[src/verilog/lin_xcvr_map.svh]
`ifndef LIN_XCVR_MAP_SVH
`define LIN_XCVR_MAP_SVH

// reference clock
`define CLK_PERIOD_NS 100

// enabling time, least time: rounded up
`define EN_TIME_NS 15000
`define EN_CYC ((`EN_TIME_NS + `CLK_PERIOD_NS - 1) / `CLK_PERIOD_NS)

// bus wake filter time (dominant must last longer than this)
`define WAKE_FILT_NS 100000
`define WAKE_FILT_CYC ((`WAKE_FILT_NS + `CLK_PERIOD_NS - 1) / `CLK_PERIOD_NS)

// transmit and bus dominant time-outs
`define TX_TO_NS 300000
`define TX_TO_CYC (`TX_TO_NS / `CLK_PERIOD_NS)
`define BUS_TO_NS 300000
`define BUS_TO_CYC (`BUS_TO_NS / `CLK_PERIOD_NS)

// transceiver mode codes, two bits wide
`define CODE_OFF 2'h0
`define CODE_WAKE 2'h1
`define CODE_RXONLY 2'h2
`define CODE_NORMAL 2'h3

// command buffer and counter sizes
`define CMD_FIFO_DEPTH 4
`define CNT_WIDTH 12

`endif

[src/verilog/lin_xcvr_pkg.sv]
package lin_xcvr_pkg;

    // device operating modes, driven by the device state machine
    typedef enum logic [2:0] {
        DEV_NORMAL   = 3'b000,
        DEV_STOP     = 3'b001,
        DEV_SLEEP    = 3'b010,
        DEV_RESTART  = 3'b011,
        DEV_FAILSAFE = 3'b100
    } dev_mode_e;

    // transceiver states; woken reads back as the wake-capable code
    typedef enum logic [2:0] {
        XS_OFF    = 3'b000,
        XS_NORMAL = 3'b001,
        XS_RXONLY = 3'b010,
        XS_WAKE   = 3'b011,
        XS_WOKEN  = 3'b100
    } xcvr_state_e;

    // one mode selection written by the host
    typedef struct packed {
        logic [1:0] code;
    } mode_cmd_s;

    typedef logic [11:0] cnt_t;

endpackage

[src/verilog/lin_mode_wake.sv]
// Behaviour
// - power-up in off; off always selectable
// - off mode ignores bus wake activity
// - host selects mode via mode bits
// - normal mode only in Normal/Stop
// - bus follows transmit input in normal
// - early dominant suppressed until input returns high
// - received level shown on receive output
// - receive-only: driver off, reception on
// - wake mode by command; auto in Fail-Safe
// - long dominant then release detects wake
// - wake holds receive low until mode change
// - wake outcome depends on device mode
// - mode bits keep wake code after wake
// - rearm on entering Stop, Sleep, Fail-Safe
// - transmit time-out disables driver, flags fault
// - bus dominant time-out flags fault
`include "lin_xcvr_map.svh"
`timescale 1ns/10ps
`default_nettype none

// small synchronous fifo; depth must be a power of two so pointers wrap
module cmd_fifo #(
    parameter int WIDTH = 2,
    parameter int DEPTH = 4
) (
    // clock and reset
    input wire logic ref_clk,
    input wire logic sys_rst,
    // fill side
    input wire logic in_valid,
    output var logic in_ready,
    input wire logic [WIDTH-1:0] in_data,
    // drain side
    output logic out_valid,
    input wire logic out_ready,
    output logic [WIDTH-1:0] out_data
);
    localparam int AW = $clog2(DEPTH);

    logic [WIDTH-1:0] mem_r [DEPTH];
    logic [AW-1:0] wp_r;
    logic [AW-1:0] rp_r;
    logic [AW:0] cnt_r;
    logic [AW:0] cnt_nxt;
    logic push;
    logic pop;

    // ready is registered so the source sees a clean flop
    assign push = in_valid && in_ready;
    assign pop = out_valid && out_ready;
    assign out_valid = (cnt_r != '0);
    assign out_data = mem_r[rp_r];
    assign cnt_nxt = cnt_r + (AW+1)'(push) - (AW+1)'(pop);

    // storage
    always_ff @(posedge ref_clk or posedge sys_rst) begin
        if (sys_rst) begin
            for (int i = 0; i < DEPTH; i++) begin
                mem_r[i] <= '0;
            end
        end else if (push) begin
            mem_r[wp_r] <= in_data;
        end
    end

    // pointers, fill level and ready
    always_ff @(posedge ref_clk or posedge sys_rst) begin
        if (sys_rst) begin
            wp_r <= '0;
            rp_r <= '0;
            cnt_r <= '0;
            in_ready <= 1'b1;
        end else begin
            if (push) begin
                wp_r <= wp_r + 1'b1;
            end
            if (pop) begin
                rp_r <= rp_r + 1'b1;
            end
            cnt_r <= cnt_nxt;
            in_ready <= (cnt_nxt != (AW+1)'(DEPTH));
        end
    end
endmodule

module lin_mode_wake
    import lin_xcvr_pkg::*;
(
    // clock and reset
    input wire logic ref_clk,
    input wire logic sys_rst,
    // host mode commands
    input wire logic cmd_valid,
    output logic cmd_ready,
    input wire mode_cmd_s cmd_data,
    output logic [1:0] mode_rdata,
    // device operating mode and link fault flag
    input wire dev_mode_e dev_mode,
    output logic link_fault,
    input wire logic link_fault_clr,
    output logic restart_req,
    // host pins
    input wire logic bus_tx_input,
    output logic bus_rx_output,
    output logic host_irq_n,
    // bus pin, open drain: driven low while enabled
    input wire logic bus_level_i,
    output logic bus_drv_o,
    output logic bus_drv_oe
);
    localparam int EN_N = `EN_CYC;
    localparam int WK_N = `WAKE_FILT_CYC;
    localparam int TXTO_N = `TX_TO_CYC;
    localparam int BUSTO_N = `BUS_TO_CYC;

    // saturating counter step
    function automatic cnt_t sat_inc(input cnt_t c);
        return (c == '1) ? c : c + 1'b1;
    endfunction

    // mode code shown for a state; woken keeps the wake code
    function automatic logic [1:0] state_code(input xcvr_state_e s);
        logic [1:0] c;
        c = `CODE_OFF;
        unique case (s)
            XS_OFF: c = `CODE_OFF;
            XS_NORMAL: c = `CODE_NORMAL;
            XS_RXONLY: c = `CODE_RXONLY;
            XS_WAKE, XS_WOKEN: c = `CODE_WAKE;
            default: c = `CODE_OFF;
        endcase
        return c;
    endfunction

    // state after a host command; illegal selections leave state alone
    function automatic xcvr_state_e apply_cmd(input logic [1:0] code, input dev_mode_e dm, input xcvr_state_e s);
        logic rx_ok;
        xcvr_state_e n;
        rx_ok = (dm == DEV_NORMAL) || (dm == DEV_STOP);
        n = s;
        unique case (code)
            `CODE_OFF: n = XS_OFF;
            `CODE_NORMAL: n = rx_ok ? XS_NORMAL : s;
            `CODE_RXONLY: n = rx_ok ? XS_RXONLY : s;
            `CODE_WAKE: n = (s == XS_WOKEN || dm == DEV_FAILSAFE) ? s : XS_WAKE;
        endcase
        return n;
    endfunction

    xcvr_state_e state_r;
    xcvr_state_e state_q_r;
    dev_mode_e dev_q_r;
    logic tx_s1_r;
    logic tx_s_r;
    logic bus_s1_r;
    logic bus_s_r;
    logic bus_q_r;
    cnt_t en_cnt_r;
    cnt_t tx_cnt_r;
    cnt_t dom_cnt_r;
    logic tx_block_r;
    logic wk_edge_r;
    logic woke_local_r;
    logic fifo_valid;
    mode_cmd_s fifo_data;
    logic en_busy;
    logic cmd_pop;
    logic dev_chg;
    logic tx_to;
    logic bus_to;
    logic wake_hit;
    logic rx_mode;

    // commands queue here while the enabling time runs
    cmd_fifo #(.WIDTH($bits(mode_cmd_s)), .DEPTH(`CMD_FIFO_DEPTH)) u_cmd_fifo (
        .ref_clk(ref_clk),
        .sys_rst(sys_rst),
        .in_valid(cmd_valid),
        .in_ready(cmd_ready),
        .in_data(cmd_data),
        .out_valid(fifo_valid),
        .out_ready(cmd_pop),
        .out_data(fifo_data)
    );

    // pin synchronisers; the second stage is read, plus a third bus stage for edge detection
    always_ff @(posedge ref_clk or posedge sys_rst) begin
        if (sys_rst) begin
            tx_s1_r <= 1'b1;
            tx_s_r <= 1'b1;
            bus_s1_r <= 1'b1;
            bus_s_r <= 1'b1;
            bus_q_r <= 1'b1;
        end else begin
            tx_s1_r <= bus_tx_input;
            tx_s_r <= tx_s1_r;
            bus_s1_r <= bus_level_i;
            bus_s_r <= bus_s1_r;
            bus_q_r <= bus_s_r;
        end
    end

    // decode of the current situation
    assign dev_chg = (dev_mode != dev_q_r);
    assign rx_mode = (state_r == XS_NORMAL) || (state_r == XS_RXONLY);
    assign en_busy = (state_r == XS_NORMAL) && ((state_q_r != XS_NORMAL) || (en_cnt_r != '0));
    assign cmd_pop = fifo_valid && !en_busy && !dev_chg;
    assign tx_to = (tx_cnt_r > cnt_t'(TXTO_N));
    assign bus_to = rx_mode && (dom_cnt_r > cnt_t'(BUSTO_N));
    // release after a long dominant phase, off mode never gets here
    assign wake_hit = (state_r == XS_WAKE) && wk_edge_r && bus_s_r && !bus_q_r
        && (dom_cnt_r > cnt_t'(WK_N));

    // transceiver mode; device mode changes take priority over commands
    always_ff @(posedge ref_clk or posedge sys_rst) begin
        if (sys_rst) begin
            state_r <= XS_OFF;
        end else if (dev_chg && dev_mode == DEV_FAILSAFE) begin
            state_r <= XS_WAKE;
        end else if (dev_chg && state_r == XS_WOKEN && (dev_mode == DEV_STOP || dev_mode == DEV_SLEEP)) begin
            state_r <= XS_WAKE;
        end else if (dev_chg && rx_mode && dev_mode != DEV_NORMAL && dev_mode != DEV_STOP) begin
            state_r <= XS_WAKE;
        end else if (cmd_pop) begin
            state_r <= apply_cmd(fifo_data.code, dev_mode, state_r);
        end else if (wake_hit) begin
            state_r <= XS_WOKEN;
        end
    end

    // history of state and device mode for edge decisions
    always_ff @(posedge ref_clk or posedge sys_rst) begin
        if (sys_rst) begin
            state_q_r <= XS_OFF;
            dev_q_r <= DEV_NORMAL;
        end else begin
            state_q_r <= state_r;
            dev_q_r <= dev_mode;
        end
    end

    // enabling time and suppression of an early dominant level
    always_ff @(posedge ref_clk or posedge sys_rst) begin
        if (sys_rst) begin
            en_cnt_r <= '0;
            tx_block_r <= 1'b0;
        end else if (state_r != XS_NORMAL) begin
            en_cnt_r <= '0;
            tx_block_r <= 1'b0;
        end else if (state_q_r != XS_NORMAL) begin
            en_cnt_r <= cnt_t'(EN_N);
            tx_block_r <= 1'b1;
        end else begin
            if (en_cnt_r != '0) begin
                en_cnt_r <= en_cnt_r - 1'b1;
            end
            // a low input must go high before the next dominant bit counts
            if (en_cnt_r == '0 && tx_s_r) begin
                tx_block_r <= 1'b0;
            end
        end
    end

    // dominant-length counters for input time-out, bus time-out and wake filter
    always_ff @(posedge ref_clk or posedge sys_rst) begin
        if (sys_rst) begin
            tx_cnt_r <= '0;
            dom_cnt_r <= '0;
        end else begin
            tx_cnt_r <= tx_s_r ? '0 : sat_inc(tx_cnt_r);
            dom_cnt_r <= bus_s_r ? '0 : sat_inc(dom_cnt_r);
        end
    end

    // wake needs a fresh recessive-to-dominant edge seen in wake mode
    always_ff @(posedge ref_clk or posedge sys_rst) begin
        if (sys_rst) begin
            wk_edge_r <= 1'b0;
        end else if (state_r != XS_WAKE) begin
            wk_edge_r <= 1'b0;
        end else if (!bus_s_r && bus_q_r) begin
            wk_edge_r <= 1'b1;
        end
    end

    // open-drain driver: pull low only for a permitted dominant bit
    always_ff @(posedge ref_clk or posedge sys_rst) begin
        if (sys_rst) begin
            bus_drv_o <= 1'b0;
            bus_drv_oe <= 1'b0;
        end else begin
            bus_drv_o <= 1'b0;
            bus_drv_oe <= (state_r == XS_NORMAL) && !en_busy && !tx_block_r && !tx_to && !tx_s_r;
        end
    end

    // receive output and mode readback
    always_ff @(posedge ref_clk or posedge sys_rst) begin
        if (sys_rst) begin
            bus_rx_output <= 1'b1;
            mode_rdata <= `CODE_OFF;
        end else begin
            bus_rx_output <= rx_mode ? bus_s_r : (state_r != XS_WOKEN);
            mode_rdata <= state_code(state_r);
        end
    end

    // wake outcome toward the host and the device state machine
    always_ff @(posedge ref_clk or posedge sys_rst) begin
        if (sys_rst) begin
            woke_local_r <= 1'b0;
            host_irq_n <= 1'b1;
            restart_req <= 1'b0;
        end else begin
            restart_req <= 1'b0;
            if (wake_hit) begin
                woke_local_r <= (dev_mode == DEV_NORMAL) || (dev_mode == DEV_STOP);
                host_irq_n <= !((dev_mode == DEV_NORMAL) || (dev_mode == DEV_STOP));
                restart_req <= !((dev_mode == DEV_NORMAL) || (dev_mode == DEV_STOP));
            end else if (state_r != XS_WOKEN) begin
                host_irq_n <= 1'b1;
            end
        end
    end

    // link fault flag; a new fault wins over a clear in the same cycle
    always_ff @(posedge ref_clk or posedge sys_rst) begin
        if (sys_rst) begin
            link_fault <= 1'b0;
        end else if (tx_to || bus_to) begin
            link_fault <= 1'b1;
        end else if (link_fault_clr) begin
            link_fault <= 1'b0;
        end
    end
endmodule

`default_nettype wire

[config.mk]
export PLATFORM = sky130hd
export DESIGN_NAME = lin_mode_wake
export DESIGN_NICKNAME = d
export VERILOG_FILES = /design/src/verilog/lin_xcvr_pkg.sv /design/src/verilog/lin_mode_wake.sv
export VERILOG_INCLUDE_DIRS = /design/src /design/src/verilog
export SDC_FILE = /design/constraint.sdc
export NUM_CORES = 1
export LEC_CHECK = 0
export BUFFER_PORTS_ARGS = -buffer_cell sky130_fd_sc_hd__buf_2
export CAP_MARGIN = 10
export CORE_MARGIN = 3
export CORE_UTILIZATION = 55
export CTS_CLUSTER_DIAMETER = 40
export CTS_CLUSTER_SIZE = 10
export DETAILED_ROUTE_END_ITERATION = 7
export GPL_TIMING_DRIVEN = 0
export HOLD_SLACK_MARGIN = 0.03
export PLACE_DENSITY = 0.78
export REMOVE_ABC_BUFFERS = 1
export SETUP_SLACK_MARGIN = 0.4
export SYNTH_ARGS = -nofsm -noshare
export SYNTH_HDL_FRONTEND = slang
export SYNTH_SLANG_ARGS = --single-unit
[constraint.sdc]
create_clock -name ref_clk -period 2.7 [get_ports ref_clk]
set_clock_uncertainty 0.05 [all_clocks]
set_input_delay 0.27 -clock ref_clk [delete_from_list [all_inputs] [get_ports ref_clk]]
set_output_delay 0.27 -clock ref_clk [all_outputs]
set_load 0.02 [all_outputs]
==> results.json, run 1 <==
{
  "status": "finished clean",
  "synth-seq-cells": 75,
  "vias_per_cell": 5.662,
  "synth-edff-count": 0,
  "setup_slack_ns": 0.2520,
  "drtIter0Drc": 133,
  "grt_pass1_vias": 2566,
  "antenna_found_initial": 0,
  "synth_flop_cell": "dfrtp_1",
  "synthTopCellsByArea": "dfrtp_1, dfstp_2, xnor2_1",
  "r2r_start": "en_cnt_r[9]$_DFFE_PP0P_",
  "crit_path_start_kind": "flip-flop",
  "core_area_um2": 6422,
  "async_flop_share": 1.000,
  "wl_per_cell_um": 14.36,
  "clkLatencyLatePin_ns": 0.35,
  "required_ns": 2.93,
  "hold_class": "input pin to flip-flop",
  "clk_root_buffer_cell": "clkbuf_8",
  "rsz0062_at_grt": "yes",
  "dieHeight_um": 87.99,
  "grt_usage": 0.1898,
  "ys_warn_count": 0,
  "hold_viol": 0,
  "io_pins": 20,
  "cts_buffers": 9,
  "grt_max_degree": 76,
  "maxCapViolations": 0,
  "period_minus_slack_ns": 2.448,
  "antenna_cells": 0,
  "p_leak_nw": 1.802,
  "grt_overflow": 0,
  "grt_first_pass_wirelength_um": 11460,
  "place_congestion": 0.8099,
  "ant_nets": 0,
  "finalSetupViolCount": 0,
  "cts_tree": "yes",
  "cts_sinks": 75,
  "max_freq_ghz": 0.4085,
  "r2r.worst_path.cells": 9,
  "r2r_slack_ns": 0.25,
  "cts_buffer_depth": 2,
  "numPortBuffers": 18,
  "syn-instance-count": 351,
  "nNetsFinal": 413,
  "cts_max_level": 3,
  "routed_wl_um": 6721,
  "drv_slew": 0,
  "cellPowerDensity_nw_per_um2": 877.5,
  "cp.arrival_ns": 2.68,
  "yosysSeqAreaShare": 0.5103,
  "worst_setup_path_end_kind": "flip-flop",
  "dp_hpwl_um": 4376,
  "critPathKind": "flip-flop to flip-flop",
  "path_clk_slew_ns": 0.08,
  "irDropWorstVdd_v": 0.0005490,
  "vias": 2650,
  "initial_core_util": 0.5757,
  "fp.dieArea_um2": 7742,
  "synth_top_area_frac": 0.4535,
  "yosysTopAreaCell": "dfrtp_1",
  "place_ws_ns": -0.2911,
  "post-route-period-util": 0.9067,
  "first_pass_iters": 5,
  "max_slew_margin": 0.4273,
  "drive_gt1_frac": 0.1969,
  "final_util": 0.6503,
  "synth_area_um2": 3697,
  "worstSetupEndpoint": "u_cmd_fifo.in_ready$_DFF_PP1_",
  "rows": 29,
  "tightest_slew_ns": 0.8591,
  "cp-startpoint": "en_cnt_r[9]$_DFFE_PP0P_",
  "worstPathMaxFanout": 5,
  "r2r-end": "u_cmd_fifo.in_ready$_DFF_PP1_",
  "syn_to_final_growth_pct": 12.96,
  "drc": 0,
  "avgSynthCellArea_um2": 10.53,
  "nFillCells": 500,
  "die_w_um": 87.99,
  "synth_cell_type_count": 51
}
==> cell usage in the layout (no fill, tap or decap), types with 3 or more instances in the layout <==
| cell | Yosys | layout |
|---|---|---|
| dfrtp_1 | 67 | 67 |
| nor2_1 | 48 | 48 |
| nand2_1 | 25 | 25 |
| xnor2_1 | 23 | 22 |
| inv_1 | 24 | 20 |
| buf_2 | 0 | 18 |
| nand3_1 | 14 | 14 |
| ha_1 | 15 | 13 |
| nor3_1 | 12 | 12 |
| a21oi_1 | 12 | 12 |
| xor2_1 | 12 | 12 |
| clkbuf_8 | 0 | 10 |
| buf_4 | 1 | 9 |
| o21ai_0 | 8 | 8 |
| mux2_2 | 8 | 8 |
| dfstp_2 | 8 | 8 |
| nand4_1 | 7 | 7 |
| nor4_1 | 7 | 7 |
| nand2b_1 | 4 | 4 |
| a211oi_1 | 3 | 3 |
| inv_2 | 0 | 3 |
| and2_1 | 3 | 3 |
| a41oi_1 | 3 | 3 |
| mux2i_1 | 3 | 3 |
| clkinv_2 | 0 | 3 |
| clkbuf_1 | 4 | 3 |
==> registers in the layout, indices dropped and copies added, names as in the netlist <==
name and count:
bus_s_r 1, u_cmd_fifo.in_ready 1, mode_rdata 2, dom_cnt_r 12, link_fault 1, wk_edge_r 1, bus_rx_output 1, tx_s1_r 1
state_q_r 3, restart_req 1, u_cmd_fifo.wp_r 2, en_cnt_r 12, tx_cnt_r 12, u_cmd_fifo.mem_r 8, bus_drv_oe 1, tx_s_r 1
host_irq_n 1, u_cmd_fifo.cnt_r 3, bus_q_r 1, u_cmd_fifo.rp_r 2, dev_q_r 3, tx_block_r 1, state_r 3, bus_s1_r 1
==> timing repair <==
action,4_1_cts,5_1_grt
endpoints found under the setup margin,6,3
setup buffers,7,2
resized for setup,8,5
endpoints found under the hold margin,2,0
pin swaps,8,1
hold buffers,2,0
==> worst max-delay path, cell delays in order, from the launching register on <==
cell	delay, ns
dfrtp_1	0.46
nor4_4	0.37
nand4_2	0.17
a211oi_4	0.26
ha_1	0.27
inv_2	0.07
ha_4	0.13
fa_2	0.44
nor2_1	0.10
nand2_1	0.06
==> cell usage after synthesis (2+ instances only) <==
library cell	instances
and2_1	3
mux2_2	8
or3b_2	2
clkbuf_1	4
nor4_1	7
a41oi_1	3
inv_1	24
nand2_1	25
a21oi_1	12
a211oi_1	3
nor3b_1	3
nor2b_1	2
xor2_1	12
dfrtp_1	67
nand2b_1	4
nor3_1	12
nor4_2	2
dfstp_2	8
o21ai_0	8
nand4_1	7
or3_1	2
and4_1	2
o22ai_1	2
ha_1	15
o211ai_1	2
xnor2_1	23
mux2i_1	3
nor2_1	48
a22oi_1	2
mux4_2	2
nand3_1	14
==> where the power goes <==
group	switching [mW]	leakage (nW)	internal (mW)
Combinational	0.745	0.766	0.651
Clock	0.390	0.0872	0.355
Sequential	0.177	0.949	1.35
Total	1.31	1.80	2.35
==> layer usage <==
layer  global-route usage  wire (um)
met5                    0          0
met4               0.1032        148
met3              0.03387        246
met2               0.3007       3267
met1               0.2480       3059
==> worst min path at each step <==
stage	startpoint	endpoint	slack (ns)	cells past startpoint
CTS	dev_mode[0]	dev_q_r[0]$_DFF_PP0_	0.04	1
global placement	tx_s1_r$_DFF_PP1_	tx_s_r$_DFF_PP1_	0.30	0
finish	dev_mode[0]	dev_q_r[0]$_DFF_PP0_	0.05	1
global route	dev_mode[0]	dev_q_r[0]$_DFF_PP0_	0.05	1
detailed placement	tx_s1_r$_DFF_PP1_	tx_s_r$_DFF_PP1_	0.30	0
floorplan	bus_level_i	bus_s1_r$_DFF_PP1_	0.22	0
==> through the flow <==
stage	setup TNS, ns	cells	area (um^2)	hold WS (ns)	total power [mW]
4_1_cts	0	466	4135	0.04002	3.587
3_3_place_gp	-22.61	441	3861	0.2957	2.686
2_1_floorplan	0	346	3675	0.2245	2.483
6_report	0	468	4177	0.05467	3.665
5_1_grt	0	468	4177	0.05411	3.920
3_5_place_dp	-0.6457	441	3864	0.2978	2.750
==> cells by family (layout without fill, tap and decap cells) <==
| group | count (synthesis) | count (layout) | synth area share |
|---|---|---|---|
| XOR/XNOR | 35 | 35 | 0.08291 |
| flip-flops | 75 | 75 | 0.5103 |
| AND/OR/NAND/NOR | 141 | 141 | 0.1970 |
| buffers and inverters | 29 | 69 | 0.03046 |
| adder cells (fa/ha/maj) | 16 | 16 | 0.05618 |
| AO/OA/AOI/OAI | 41 | 41 | 0.07750 |
| multiplexers | 13 | 13 | 0.04467 |
| other | 1 | 1 | 0.001014 |
==> final cells by class <==
cell class | count | area, um^2 | share of cell area
Multi-Input combinational cell | 247 | 1759 | 0.4212
Clock inverter | 3 | 15.01 | 0.003595
Inverter | 24 | 92.59 | 0.02217
Sequential cell | 75 | 1887 | 0.4518
Timing Repair Buffer | 29 | 177.7 | 0.04254
Clock buffer | 13 | 148.9 | 0.03565
Tap cell | 77 | 96.34 | 0.02307
Note: power is estimated with default switching activity, not from simulation.
==> run 2, diff against run 1 <==
--- a/config.mk
+++ b/config.mk
@@ -9,15 +9,16 @@
 export BUFFER_PORTS_ARGS = -buffer_cell sky130_fd_sc_hd__buf_2
 export CAP_MARGIN = 10
 export CORE_MARGIN = 3
-export CORE_UTILIZATION = 55
+export CORE_UTILIZATION = 61
 export CTS_CLUSTER_DIAMETER = 40
 export CTS_CLUSTER_SIZE = 10
 export DETAILED_ROUTE_END_ITERATION = 7
 export GPL_TIMING_DRIVEN = 0
 export HOLD_SLACK_MARGIN = 0.03
-export PLACE_DENSITY = 0.78
+export PLACE_DENSITY = 0.82
 export REMOVE_ABC_BUFFERS = 1
 export SETUP_SLACK_MARGIN = 0.4
 export SYNTH_ARGS = -nofsm -noshare
 export SYNTH_HDL_FRONTEND = slang
 export SYNTH_SLANG_ARGS = --single-unit
+export TNS_END_PERCENT = 50
==> constraint.sdc (replaced) <==
create_clock -name ref_clk -period 2.41 [get_ports ref_clk]
set_clock_uncertainty 0.05 [all_clocks]
set_input_delay 0.241 -clock ref_clk [delete_from_list [all_inputs] [get_ports ref_clk]]
set_output_delay 0.241 -clock ref_clk [all_outputs]
set_load 0.02 [all_outputs]
==> run 2 against run 1 <==
- the flow now finishes with violations (negative setup slack)
- clock power rose by 13%
- hold slack got worse by 0.032 ns
- sequential share of layout area fell by 0.76 points
- via count rose by 1.8%
- design area rose by 1.8%
- setup slack got worse by 0.30 ns
- routed wire length rose by 2.9%
- utilization rose by 9.9 points
- highest routed layer unchanged
==> results.json, run 2 (synthesis results as in run 1) <==
{
  "status": "finished, violations left",
  "violations": "negative setup slack",
  "nNetsFinal": 417,
  "hold_viol": 0,
  "antenna_found_initial": 0,
  "post-route-period-util": 1.021,
  "r2r_slack_ns": -0.05,
  "dieHeight_um": 83.86,
  "routed_wl_um": 6916,
  "worst_setup_path_end_kind": "flip-flop",
  "required_ns": 2.63,
  "path_clk_slew_ns": 0.08,
  "grt_usage": 0.2110,
  "period_minus_slack_ns": 2.460,
  "cts_max_level": 3,
  "gr-usage-met2": 0.3348,
  "clkLatencyLatePin_ns": 0.34,
  "whs_ns": 0.02222,
  "busiest_layer": "met2",
  "cp-startpoint": "en_cnt_r[0]$_DFFE_PP0P_",
  "ant_nets": 0,
  "cts_buffers": 9,
  "grt_max_degree": 76,
  "hold_class": "input pin to async pin",
  "grt_overflow": 0,
  "r2r-end": "u_cmd_fifo.in_ready$_DFF_PP1_",
  "numPortBuffers": 18,
  "crit_path_start_kind": "flip-flop",
  "fp.dieArea_um2": 7032,
  "vias": 2699,
  "rsz0062_at_grt": "yes",
  "io_pins": 20,
  "max_slew_margin": 0.4124,
  "cellPowerDensity_nw_per_um2": 971.3,
  "setup_slack_ns": -0.04966,
  "fin_area_um2": 4250,
  "vias_per_cell": 5.779,
  "cts_sinks": 75,
  "final_cell_mix": "dfrtp_1, nor2_1, nand2_1",
  "top_regs": "dom_cnt_r x12, en_cnt_r x12, tx_cnt_r x12",
  "fin_tns_setup_ns": -0.04966,
  "rows": 27,
  "maxCapViolations": 0,
  "critPathKind": "flip-flop to flip-flop",
  "final_cells": 467,
  "wl_per_cell_um": 14.81,
  "place_ws_ns": -0.5053,
  "r2r.worst_path.cells": 11,
  "grtUsageMet1": 0.2894,
  "syn_to_final_growth_pct": 14.96,
  "clk_root_buffer_cell": "clkbuf_8",
  "place_area_um2": 3857,
  "max_freq_ghz": 0.4066,
  "place_congestion": 0.9002,
  "initial_core_util": 0.6515,
  "grt_pass1_vias": 2677,
  "drtIter0Drc": 179,
  "grt_first_pass_wirelength_um": 12070,
  "p_leak_nw": 1.851,
  "antenna_cells": 0,
  "drc": 0,
  "final_util": 0.7489,
  "worstPathMaxFanout": 2,
  "power.total_mw": 4.128,
  "cts_tree": "yes",
  "cts_buffer_depth": 2,
  "irDropWorstVdd_v": 0.0006829,
  "tightest_slew_ns": 0.8814,
  "met3_usage": 0.03653,
  "r2r_start": "en_cnt_r[0]$_DFFE_PP0P_",
  "final_common_cell": "dfrtp_1",
  "drive_gt1_frac": 0.2228,
  "cp.arrival_ns": 2.68,
  "dp_hpwl_um": 4517,
  "drv_slew": 0,
  "finalSetupViolCount": 1,
  "core_area_um2": 5675,
  "die_w_um": 83.86,
  "first_pass_iters": 4,
  "dpl.cell_count": 436
}
-- run 2: changes by cell type in the layout (fill, tap and decap cells not counted), sizes merged --
cell  delta
buf      +4
-- run 2: critical path, stage by stage (launching register included) --
cell      delay (ns)
dfrtp_1         0.41
inv_2           0.10
ha_4            0.13
nor3b_4         0.22
nand4_2         0.16
a211oi_4        0.25
ha_1            0.27
inv_2           0.07
ha_4            0.12
fa_2            0.44
nor2_1          0.11
nand2_1         0.06
-- run 2: how the worst max path moves through the flow --
stage / end / slack, ns / cells past startpoint
2_1_floorplan: u_cmd_fifo.in_ready$_DFF_PP1_ / -0.22 / 11
3_3_place_gp: u_cmd_fifo.mem_r[2]$_DFFE_PP0P_ / -0.57 / 2
3_5_place_dp: u_cmd_fifo.in_ready$_DFF_PP1_ / -0.51 / 11
4_1_cts: u_cmd_fifo.in_ready$_DFF_PP1_ / -0.06 / 11
5_1_grt: u_cmd_fifo.in_ready$_DFF_PP1_ / -0.22 / 11
6_report: u_cmd_fifo.in_ready$_DFF_PP1_ / -0.05 / 11
-- run 2: power by group --
group / switching [mW] / internal [mW] / total (mW)
clock network: 0.442 / 0.399 / 0.841
registers: 0.205 / 1.51 / 1.72
logic: 0.833 / 0.738 / 1.57
-- run 2: cell type report --
type,count,area (um^2)
Sequential cell,75,1888
Multi-Input combinational cell,247,1804
Timing Repair Buffer,33,211.5
Inverter,24,92.59
Clock inverter,3,15.01
Tap cell,72,90.09
Clock buffer,13,148.9
Fill cell,377,1425
-- run 2: timing repair --
action	CTS	global route
resized for setup	11	13
hold buffers	2	0
pin swaps	7	3
setup endpoints to repair	15	18
setup buffers	6	7
hold endpoints to repair	2	0
-- run 2: layer usage --
| metal | share of wire | vias up |
|---|---|---|
| li1 | - | 1296 |
| met1 | 0.48 | 1356 |
| met5 | 0 | - |
| met4 | 0.019 | 0 |
| met2 | 0.48 | 37 |
| met3 | 0.025 | 10 |
